==> config.mk <==
export PLATFORM = sky130hd
export DESIGN_NAME = icrw_top
export DESIGN_NICKNAME = d
export VERILOG_FILES = /design/src/icrw_pkg.sv /design/src/icrw_decoder.sv /design/src/icrw_encoder.sv /design/src/icrw_top.sv
export SDC_FILE = /design/constraint.sdc
export NUM_CORES = 1
export LEC_CHECK = 0
export ABC_CLOCK_PERIOD_IN_PS = 4900
export CORE_UTILIZATION = 30
export DETAILED_ROUTE_END_ITERATION = 7
export DONT_BUFFER_PORTS = 1
export GPL_TIMING_DRIVEN = 0
export PLACE_DENSITY = 0.5
export SYNTH_ARGS = -nofsm -noshare
export SYNTH_HDL_FRONTEND = slang
export SYNTH_HIERARCHICAL = 1
export SYNTH_SLANG_ARGS = --single-unit
==> constraint.sdc <==
create_clock -name core_clk_i -period 4.9 [get_ports core_clk_i]
set_input_delay 0.49 -clock core_clk_i [delete_from_list [all_inputs] [get_ports core_clk_i]]
set_output_delay 0.49 -clock core_clk_i [all_outputs]
set_load 0.01 [all_outputs]
==> src/icrw_pkg.sv <==
// Shared constants and types for the isolated channel refresh and watchdog block
package icrw_pkg;

	// ----------------------------------------
	// Time base
	// ----------------------------------------
	localparam int CLK_PERIOD_NS = 25;
	localparam int PULSE_NS = 1;
	localparam int REFRESH_IDLE_NS = 1000;
	localparam int WATCHDOG_NS = 5000;

	// ----------------------------------------
	// Cycle counts, refresh and watchdog rounded up, pulse rounded down, none below one
	// ----------------------------------------
	localparam int CNT_W = 8;
	localparam int PULSE_CYC_INT = (PULSE_NS / CLK_PERIOD_NS) < 1 ? 1 : (PULSE_NS / CLK_PERIOD_NS);
	localparam logic [CNT_W-1:0] PULSE_CYC = CNT_W'(PULSE_CYC_INT);
	localparam logic [CNT_W-1:0] REFRESH_CYC =
		CNT_W'((REFRESH_IDLE_NS + CLK_PERIOD_NS - 1) / CLK_PERIOD_NS);
	localparam logic [CNT_W-1:0] WATCHDOG_CYC =
		CNT_W'((WATCHDOG_NS + CLK_PERIOD_NS - 1) / CLK_PERIOD_NS);

	// ----------------------------------------
	// Channel layout and reset values
	// ----------------------------------------
	localparam int NUM_CHAN = 4;
	localparam logic [NUM_CHAN-1:0] CHAN_REVERSE_DEFAULT = 4'h8;
	localparam logic [CNT_W-1:0] CNT_RST = 8'h00;
	localparam int SYNC_W = NUM_CHAN + 3;
	localparam int SYNC_PRI = NUM_CHAN;
	localparam int SYNC_ISO = NUM_CHAN + 1;
	localparam int SYNC_REG = NUM_CHAN + 2;

	// ----------------------------------------
	// Types
	// ----------------------------------------
	typedef struct packed {
		logic set;
		logic clr;
	} icrw_pulse_s;

	typedef enum logic [2:0] {
		DEC_HIZ = 3'h1,
		DEC_LOW = 3'h2,
		DEC_LIVE = 3'h4
	} icrw_dec_state_e;

	typedef enum logic [2:0] {
		OSC_OFF = 3'h1,
		OSC_FREE = 3'h2,
		OSC_REG = 3'h4
	} icrw_osc_state_e;

endpackage

==> src/icrw_decoder.sv <==
// Bistable decoder with inactivity watchdog for one isolation channel
`timescale 1ns/100ps
`default_nettype none
module icrw_decoder
	import icrw_pkg::*;
(
	input wire logic core_clk_i,
	input wire logic sys_rst_i,
	input wire logic rx_enable_i,
	input wire icrw_pulse_s pulse_i,
	output logic level_o,
	output logic oe_o,
	output logic live_o
);

	icrw_dec_state_e state_q;
	logic level_q;
	logic [CNT_W-1:0] wd_q;
	logic any_pulse;

	assign any_pulse = pulse_i.set | pulse_i.clr;

	// ----------------------------------------
	// Output state
	// ----------------------------------------
	always_ff @(posedge core_clk_i) begin
		if (sys_rst_i || !rx_enable_i) begin
			state_q <= DEC_HIZ;
			level_q <= 1'b0;
		end else begin
			case (state_q)
				DEC_HIZ: begin
					state_q <= DEC_LOW;
					level_q <= 1'b0;
				end
				DEC_LOW: begin
					if (any_pulse) begin
						state_q <= DEC_LIVE;
						level_q <= pulse_i.set;
					end
				end
				DEC_LIVE: begin
					if (pulse_i.set) begin
						level_q <= 1'b1;
					end else if (pulse_i.clr) begin
						level_q <= 1'b0;
					end else if (wd_q == WATCHDOG_CYC) begin
						state_q <= DEC_LOW;
						level_q <= 1'b0;
					end
				end
				default: begin
					state_q <= DEC_HIZ;
					level_q <= 1'b0;
				end
			endcase
		end
	end

	// ----------------------------------------
	// Watchdog, restarted by data and refresh alike
	// ----------------------------------------
	always_ff @(posedge core_clk_i) begin
		if (sys_rst_i || !rx_enable_i || any_pulse || state_q != DEC_LIVE) begin
			wd_q <= CNT_RST;
		end else if (wd_q != WATCHDOG_CYC) begin
			wd_q <= wd_q + 8'h01;
		end
	end

	assign level_o = level_q;
	assign oe_o = (state_q != DEC_HIZ);
	assign live_o = (state_q == DEC_LIVE);

endmodule
`default_nettype wire

==> src/icrw_encoder.sv <==
// Edge and refresh pulse encoder for one isolation channel
`timescale 1ns/100ps
`default_nettype none
module icrw_encoder
	import icrw_pkg::*;
(
	input wire logic core_clk_i,
	input wire logic sys_rst_i,
	input wire logic tx_enable_i,
	input wire logic level_i,
	output icrw_pulse_s pulse_o
);

	logic prev_q;
	logic armed_q;
	logic [CNT_W-1:0] idle_q;
	icrw_pulse_s pulse_q;

	// ----------------------------------------
	// Pulse generation
	// ----------------------------------------
	always_ff @(posedge core_clk_i) begin
		if (sys_rst_i || !tx_enable_i) begin
			prev_q <= 1'b0;
			armed_q <= 1'b0;
			idle_q <= CNT_RST;
			pulse_q <= '0;
		end else begin
			prev_q <= level_i;
			armed_q <= 1'b1;
			if (!armed_q || level_i != prev_q) begin
				// First sample after power-up sends the present level
				pulse_q.set <= level_i;
				pulse_q.clr <= ~level_i;
				idle_q <= CNT_RST;
			end else if (idle_q == REFRESH_CYC) begin
				pulse_q.set <= level_i;
				pulse_q.clr <= ~level_i;
				idle_q <= CNT_RST;
			end else begin
				// One cycle is the shortest pulse this clock can make
				pulse_q <= '0;
				idle_q <= idle_q + 8'h01;
			end
		end
	end

	assign pulse_o = pulse_q;

endmodule
`default_nettype wire

==> src/icrw_top.sv <==
// Four-channel isolated link with refresh, watchdog and lockout gating
// ----------------------------------------
// Contract
// - Each input edge sends one one-cycle pulse, set for rising and clear for falling.
// - The decoder is bistable: set drives high, clear drives low, level holds between.
// - After more than one microsecond without an edge, refresh pulses of the level repeat.
// - With no pulse for more than five microseconds the output is forced low.
// - Below lockout a side keeps its oscillator, channel drivers and refresh idle.
// - Below lockout the channel outputs of that side are high impedance.
// - On primary power-up primary outputs start low until the first pulse arrives.
// - Once primary power is good, primary inputs are sampled and sent at once.
// - The oscillator runs free at full power until regulation is seen, then follows it.
// - On isolated power-up secondary outputs start low and follow the input within 1 us; the code can take up to 44 cycles, 1.1 us.
// - Secondary inputs are sent once the secondary is active, valid two cycles later.
// - On primary lockout the converter and primary coupling stop sending pulses.
// - After primary shutdown secondary outputs hold, then go high impedance or low.
// ----------------------------------------
`timescale 1ns/100ps
`default_nettype none
module icrw_top
	import icrw_pkg::*;
#(
	parameter logic [NUM_CHAN-1:0] CHAN_REVERSE = CHAN_REVERSE_DEFAULT
) (
	input wire logic core_clk_i,
	input wire logic sys_rst_i,
	input wire logic primary_supply_ok_i,
	input wire logic isolated_supply_ok_i,
	input wire logic regulation_ctrl_i,
	input wire logic [NUM_CHAN-1:0] chan_in_i,
	output logic [NUM_CHAN-1:0] chan_out_o,
	output logic [NUM_CHAN-1:0] chan_out_oe_o,
	output logic [NUM_CHAN-1:0] chan_out_valid_o,
	output icrw_pulse_s [NUM_CHAN-1:0] barrier_o,
	output logic primary_active_o,
	output logic isolated_active_o,
	output logic osc_enable_o,
	output logic osc_drive_o,
	output logic osc_regulated_o
);

	// ----------------------------------------
	// Pin synchronisers
	// ----------------------------------------
	logic [SYNC_W-1:0] pins;
	logic [SYNC_W-1:0] sync1_q;
	logic [SYNC_W-1:0] sync2_q;

	assign pins = {regulation_ctrl_i, isolated_supply_ok_i, primary_supply_ok_i, chan_in_i};

	genvar s;
	generate
		for (s = 0; s < SYNC_W; s++) begin : g_sync
			always_ff @(posedge core_clk_i) begin
				if (sys_rst_i) begin
					sync1_q[s] <= 1'b0;
					sync2_q[s] <= 1'b0;
				end else begin
					sync1_q[s] <= pins[s];
					sync2_q[s] <= sync1_q[s];
				end
			end
		end
	endgenerate

	logic pri_ok;
	logic iso_ok;
	logic reg_ctrl;

	assign pri_ok = sync2_q[SYNC_PRI];
	// Secondary lockout kept apart from primary so its outputs can hold on primary loss
	assign iso_ok = sync2_q[SYNC_ISO];
	assign reg_ctrl = sync2_q[SYNC_REG];

	// ----------------------------------------
	// Power oscillator control
	// ----------------------------------------
	icrw_osc_state_e osc_q;

	always_ff @(posedge core_clk_i) begin
		if (sys_rst_i) begin
			osc_q <= OSC_OFF;
		end else begin
			case (osc_q)
				OSC_OFF: begin
					if (pri_ok) begin
						osc_q <= OSC_FREE;
					end
				end
				OSC_FREE: begin
					if (!pri_ok) begin
						osc_q <= OSC_OFF;
					end else if (iso_ok && reg_ctrl) begin
						osc_q <= OSC_REG;
					end
				end
				OSC_REG: begin
					if (!pri_ok) begin
						osc_q <= OSC_OFF;
					end else if (!iso_ok) begin
						// Secondary lost: no regulation signal can come back
						osc_q <= OSC_FREE;
					end
				end
				default: begin
					osc_q <= OSC_OFF;
				end
			endcase
		end
	end

	logic osc_drive_q;

	always_ff @(posedge core_clk_i) begin
		if (sys_rst_i) begin
			osc_drive_q <= 1'b0;
		end else begin
			case (osc_q)
				OSC_FREE: osc_drive_q <= pri_ok;
				OSC_REG: osc_drive_q <= pri_ok & reg_ctrl;
				default: osc_drive_q <= 1'b0;
			endcase
		end
	end

	assign osc_enable_o = (osc_q != OSC_OFF);
	assign osc_drive_o = osc_drive_q;
	assign osc_regulated_o = (osc_q == OSC_REG);
	assign primary_active_o = pri_ok;
	assign isolated_active_o = iso_ok;

	// ----------------------------------------
	// Channel slices
	// ----------------------------------------
	genvar c;
	generate
		for (c = 0; c < NUM_CHAN; c++) begin : g_chan
			logic tx_en;
			logic rx_en;
			icrw_pulse_s pulse;

			// Each slice sends from its own input side and decodes on its output side
			// Reverse pulses need the primary half of the coupler alive
			assign tx_en = CHAN_REVERSE[c] ? (iso_ok & pri_ok) : pri_ok;
			assign rx_en = CHAN_REVERSE[c] ? pri_ok : iso_ok;

			icrw_encoder u_enc (
				.core_clk_i(core_clk_i),
				.sys_rst_i(sys_rst_i),
				.tx_enable_i(tx_en),
				.level_i(sync2_q[c]),
				.pulse_o(pulse)
			);

			icrw_decoder u_dec (
				.core_clk_i(core_clk_i),
				.sys_rst_i(sys_rst_i),
				.rx_enable_i(rx_en),
				.pulse_i(pulse),
				.level_o(chan_out_o[c]),
				.oe_o(chan_out_oe_o[c]),
				.live_o(chan_out_valid_o[c])
			);

			assign barrier_o[c] = pulse;
		end
	endgenerate

endmodule
`default_nettype wire

* Yosys cells after proc, flatten, opt, wreduce, memory -nomap -nowiden *
Index checks and enable logic that the tools add are counted.

storage, ports and cells
  flip-flop bits (word level) = 112
  input bits = 9
  output and inout bits = 25
  word-level logic and storage cells = 218

operators by class
  add/subtract/negate cells = 8
  equality and inequality tests = 63
  multiplexer cells = 57
  bitwise logic cells = 10
  reduce and logical (&&, ||, !) cells = 34

operators by type and width
  cell                                           number
  adder 8 x 1 -> 8 bit, second input constant    8
  two-way mux 3 bit                              21
  one-hot mux 3 bit (3 select lines)             5
  == test 8 x 6 -> 1 bit, second input constant  4
  == test 8 bit, second input constant           4
  != test 8 bit, second input constant           4
  != test 2 bit, second input constant           13
  two-way mux 1 bit                              18
  != test 3 bit, second input constant           6
  two-way mux 2 bit                              8
  != test 4 bit, second input constant           4
  AND reduction 4 bit                            4
  == test 3 x 1 -> 1 bit, second input constant  5
  == test 3 x 2 -> 1 bit, second input constant  5
  == test 3 bit, second input constant           5
  logical OR 1 bit                               15
  != test 3 x 1 -> 1 bit, second input constant  5
  OR reduction 3 bit                             4
  one-hot mux 1 bit (2 select lines)             5
  != test 2 x 1 -> 1 bit, second input constant  4
  AND reduction 2 bit                            4
  logical NOT 1 bit                              5
  != test 1 bit                                  4
  inverter 1 bit                                 4
  4 further kinds                                8

* Longest topological paths before layout *
  depth after elaboration = 5
  gate-level depth with buffers = 7
  depth with buffers taken out = 6

* Cells and area by module *
Netlist, hierarchy kept.

modules (own cells, without submodules)
  module                              times used  cells an instance  area each (um^2)  sequential area each (um^2)
  icrw_decoder                        4           69                 628.1             240.2
  icrw_encoder (g_chan[0].u_enc ...)  3           51                 493.0             240.2
  icrw_top                            1           54                 588.1             360.3
  icrw_encoder (g_chan[3].u_enc)      1           51                 519.2             240.2

* Worst setup path before layout *
No wires, ideal clock.

  path kind = register to register
  start point = reg g_chan[0].u_dec.wd_q[0]
  end point = reg g_chan[0].u_dec.level_q
  setup time = 0.122 ns
  arrival time = 1.441 ns
  required time = 4.778 ns
  path slack = 3.338 ns
  stages on the path, launching flop included = 8
  buffers on the path = 1
  period minus slack after synthesis = 1.562 ns
  cells stage by stage = dfxtp_1 inv_1 ha_1 nand4b_1 or4b_1 buf_6 o2bb2ai_2 o311a_1

between the ends
  word-level cells in the longest chain between the ends = 3

ends and longest elaborated chain
  what                                  line                source
  from (decl)                           icrw_decoder.sv:18  logic [CNT_W-1:0] wd_q;
  from (signal assigned)                icrw_decoder.sv:67  wd_q <= wd_q + 8'h01;
  == test 8 bit                         icrw_decoder.sv:47  end else if (wd_q == WATCHDOG_CYC) begin
  != test 4 bit (no source line)        n/a
  AND reduction 2 bit (no source line)  n/a
  to (signal assigned)                  icrw_decoder.sv:39  level_q <= pulse_i.set;
  to (decl)                             icrw_decoder.sv:17  logic level_q;

Every way passes these cells.
A chain may end at the register's enable or synchronous reset.

* Final worst setup path *
  start point = reg osc_q[2]
  end point = out osc_regulated_o

between the ends
  word-level cells in the longest chain between the ends = 1

ends and longest elaborated chain
  what                    line             source
  from (decl)             icrw_top.sv:78   icrw_osc_state_e osc_q;
  from (signal assigned)  icrw_top.sv:82   osc_q <= OSC_OFF;
  from (signal assigned)  icrw_top.sv:87   osc_q <= OSC_FREE;
  from (signal assigned)  icrw_top.sv:92   osc_q <= OSC_OFF;
  == test 3 bit           icrw_top.sv:128  assign osc_regulated_o = (osc_q == OSC_REG);
  to (decl)               icrw_top.sv:39   output logic osc_regulated_o

Every way passes these cells.

==> results.json <==
{
  "grt_pass1_wl_mm": 16.25,
  "cts.reportedPaths.clkPinSlew_ns": 0.05,
  "synth_area_leaders": "dfxtp_1 45%, xor2_1 5.0%, ha_1 3.9%",
  "dp_hpwl_mm": 6.504,
  "endpoint": "osc_regulated_o",
  "crit_family": "simple AND/OR/NAND/NOR gates",
  "cts_made_buffers": 17,
  "cpPeakStageDelay_ns": 0.50,
  "die_area_um2": 17520,
  "timing.rr.end": "g_chan[3].u_dec/wd_q[5]",
  "powerDensity_nw_per_um2": 369.2,
  "layout.nets": 578,
  "ioPinCount": 34,
  "track_usage_pct": 11.63,
  "crit_buf_inv": 0,
  "finalSetupViolCount": 0,
  "max_cap_violations": 0,
  "endpoint_kind": "output pin",
  "synth_top_area_share_pct": 44.76,
  "clock_latency_ns": 0.41,
  "crit_fanout": 7,
  "synthDistinctLibCells": 45,
  "fp.dieH_um": 132.4,
  "skew_ns": 0.005339,
  "vias": 3676,
  "num-fill-cells": 1671,
  "root_buffer": "clkbuf_16",
  "period_needed_ns": 1.834,
  "crit_path_top_delay_cell": "nor3b_1",
  "grt_pass1_vias": 3531,
  "cts_setup_buffers": 0,
  "wirelength_mm": 9.460,
  "post-route-period-util_pct": 37.43,
  "regToRegStartpoint": "primary_active_o",
  "die_w_um": 132.4,
  "gp_congestion": 0.7781,
  "rows": 47,
  "path_class": "reg2out",
  "vias_per_cell": 4.665,
  "area_growth_pct": 17.28,
  "h-tree-depth": 4,
  "cts_sinks": 114,
  "syn_nets": 559,
  "drc_errors": 0,
  "hp-start": "sys_rst_i",
  "fin_setup_tns_ns": 0,
  "cp_cell_sequence": "nor3b_1",
  "worstSetupStartpoint": "osc_q[2]",
  "synthesis.area_um2": 5099,
  "core_region_area_um2": 16580,
  "slew-limit-headroom_pct": 63.82,
  "rrSetupSlack_ns": 3.20,
  "yosysWarnings": 6,
  "ant_nets": 0,
  "startpoint_type": "register",
  "path_depth": 1,
  "synthCells": 534,
  "initial_core_util_pct": 30.75,
  "synth.avg_cell_area_um2": 9.548,
  "grt_overflow": 0,
  "crit_required_ns": 4.41,
  "first_pass_iters": 4,
  "ys_seq_elements": 114,
  "post-place-cells": 754,
  "hold_viol_final": 0,
  "post_cts.resized_instances": 0,
  "worst_pin_slew_ns": 0.5415,
  "antenna_found_initial": 2,
  "drive_gt1_share_pct": 11.84,
  "p_total_mw": 2.207,
  "peakVddDrop_uv": 243.2,
  "wl_per_cell_um": 12.01,
  "clk_path_buf_depth": 2,
  "cts_tree": "built",
  "hp-class": "in2reg",
  "port_buffers": 0,
  "power.leakage_nw": 2.100,
  "grt_max_degree": 17,
  "drtIter0Drc": 137,
  "synth-seq-area-share_pct": 44.76,
  "status": "finished clean",
  "synth_edf_count": 0,
  "finalMaxSlewViolations": 0,
  "max_freq_ghz": 0.5452,
  "worstRegToRegCells": 4,
  "synthFlopType": "dfxtp_1",
  "rsz0062_at_grt": "no",
  "synth-async-reset-ratio_pct": 0,
  "cp.arrival_ns": 1.34,
  "fin_cells": 788,
  "cts.hold.buffers_added": 0,
  "synth_top_area_cell": "dfxtp_1"
}
synthesized netlist by cell type, drive strengths merged, types with 4 or more instances:
library cell and n:
nand2 22, nand4 4, or3 12, xor2 29
dfxtp 114, mux2i 4, nand2b 10, o22ai 4
nor2b 18, clkbuf 5, o21ai 17, or2b 4
or4b 4, and2 9, nor3 21, nor4b 5
xnor2 16, o2bb2ai 4, inv 32, and2b 10
buf 9, nor2 47, nand4b 4, a21oi 11
o311ai 5, o22a 4, ha 16, nor3b 9
nand3 39, a22oi 5, and3 16, o311a 4
a211oi 13
report_power, final:
part           internal, mW  switching [mW]  total, mW
clock network         0.812           0.415       1.23
logic                0.0146          0.0205     0.0351
registers             0.938         0.00851      0.946
through the flow:
step	util, %	instance area, um^2	hold slack, ns	worst slack [ns]
after CTS	36.03	5974	0.1232	3.027
after global routing	36.06	5979	0.1243	2.973
final	36.06	5979	0.1480	3.066
after floorplan	-	5099	0.4138	3.338
after global placement	32.41	5374	0.4232	3.146
after detailed placement	32.41	5374	0.4340	3.166
layout make-up:
class,count,area (um^2),area share (%)
multi-input combinational,374,2608,43.61
sequential,114,2282,38.17
clock buffer,23,498.0,8.328
tap,220,275.3,4.603
inverter,32,120.1,2.009
clock inverter,9,102.6,1.716
buffer,14,88.84,1.486
antenna,2,5.005,0.08370
state kept, by name (all words and copies together) (netlist names):
| name | cells |
|---|---|
| isolated_active_o | 1 |
| primary_active_o | 1 |
| reg_ctrl | 1 |
| g_chan.u_enc/armed_q | 4 |
| g_chan.u_enc/idle_q | 32 |
| sync2_q | 4 |
| g_chan.u_enc/pulse_o | 8 |
| sync1_q | 7 |
| osc_drive_o | 1 |
| g_chan.u_dec/wd_q | 32 |
| g_chan.u_dec/level_o | 4 |
| osc_q | 3 |
| g_chan.u_enc/prev_q | 4 |
| g_chan.u_dec/state_q | 12 |
metal layers:
| metal | part of all wire [%] | global-route usage [%] | up-vias |
|---|---|---|---|
| met5 | 0 | 0 | - |
| met4 | 1.6 | 5.811 | 0 |
| met1 | 48 | 13.15 | 1710 |
| li1 | - | - | 1904 |
| met2 | 46 | 18.98 | 49 |
| met3 | 4.3 | 4.614 | 13 |
worst min-delay path by stage:
stage | endpoint | slack (ns) | depth (start not counted)
after floorplan | isolated_active_o | 0.41 | 1
after global placement | sync2_q[1] | 0.42 | 1
after detailed placement | isolated_active_o | 0.43 | 1
after CTS | sync1_q[4] | 0.12 | 1
after global routing | sync1_q[4] | 0.12 | 1
final | sync1_q[4] | 0.15 | 1
kinds of logic (layout without fill, tap and decap cells):
family | count (synthesis) | after routing | share of synthesized area (%)
xor+xnor | 45 | 45 | 7.730
simple gates | 238 | 238 | 26.70
compound gates | 71 | 71 | 12.00
flops | 114 | 114 | 44.76
buf+inv | 46 | 78 | 4.098
mux | 4 | 4 | 0.7853
other cells | 0 | 2 | 0
fa+ha+maj | 16 | 16 | 3.926
layout by cell type (no fill, tap or decap), types with 6 or more instances in the layout:
master	instances
a211oi_1	10
a21oi_1	10
and2_1	9
and2b_1	8
and3_1	16
clkbuf_1	6
clkbuf_16	17
dfxtp_1	114
ha_1	16
inv_1	32
nand2_1	22
nand2b_1	10
nand3_1	38
nor2_1	47
nor2b_1	18
nor3_1	21
o21ai_0	17
or3_1	12
xnor2_1	16
xor2_1	29
No activity file was read; power rests on OpenSTA's default activity.
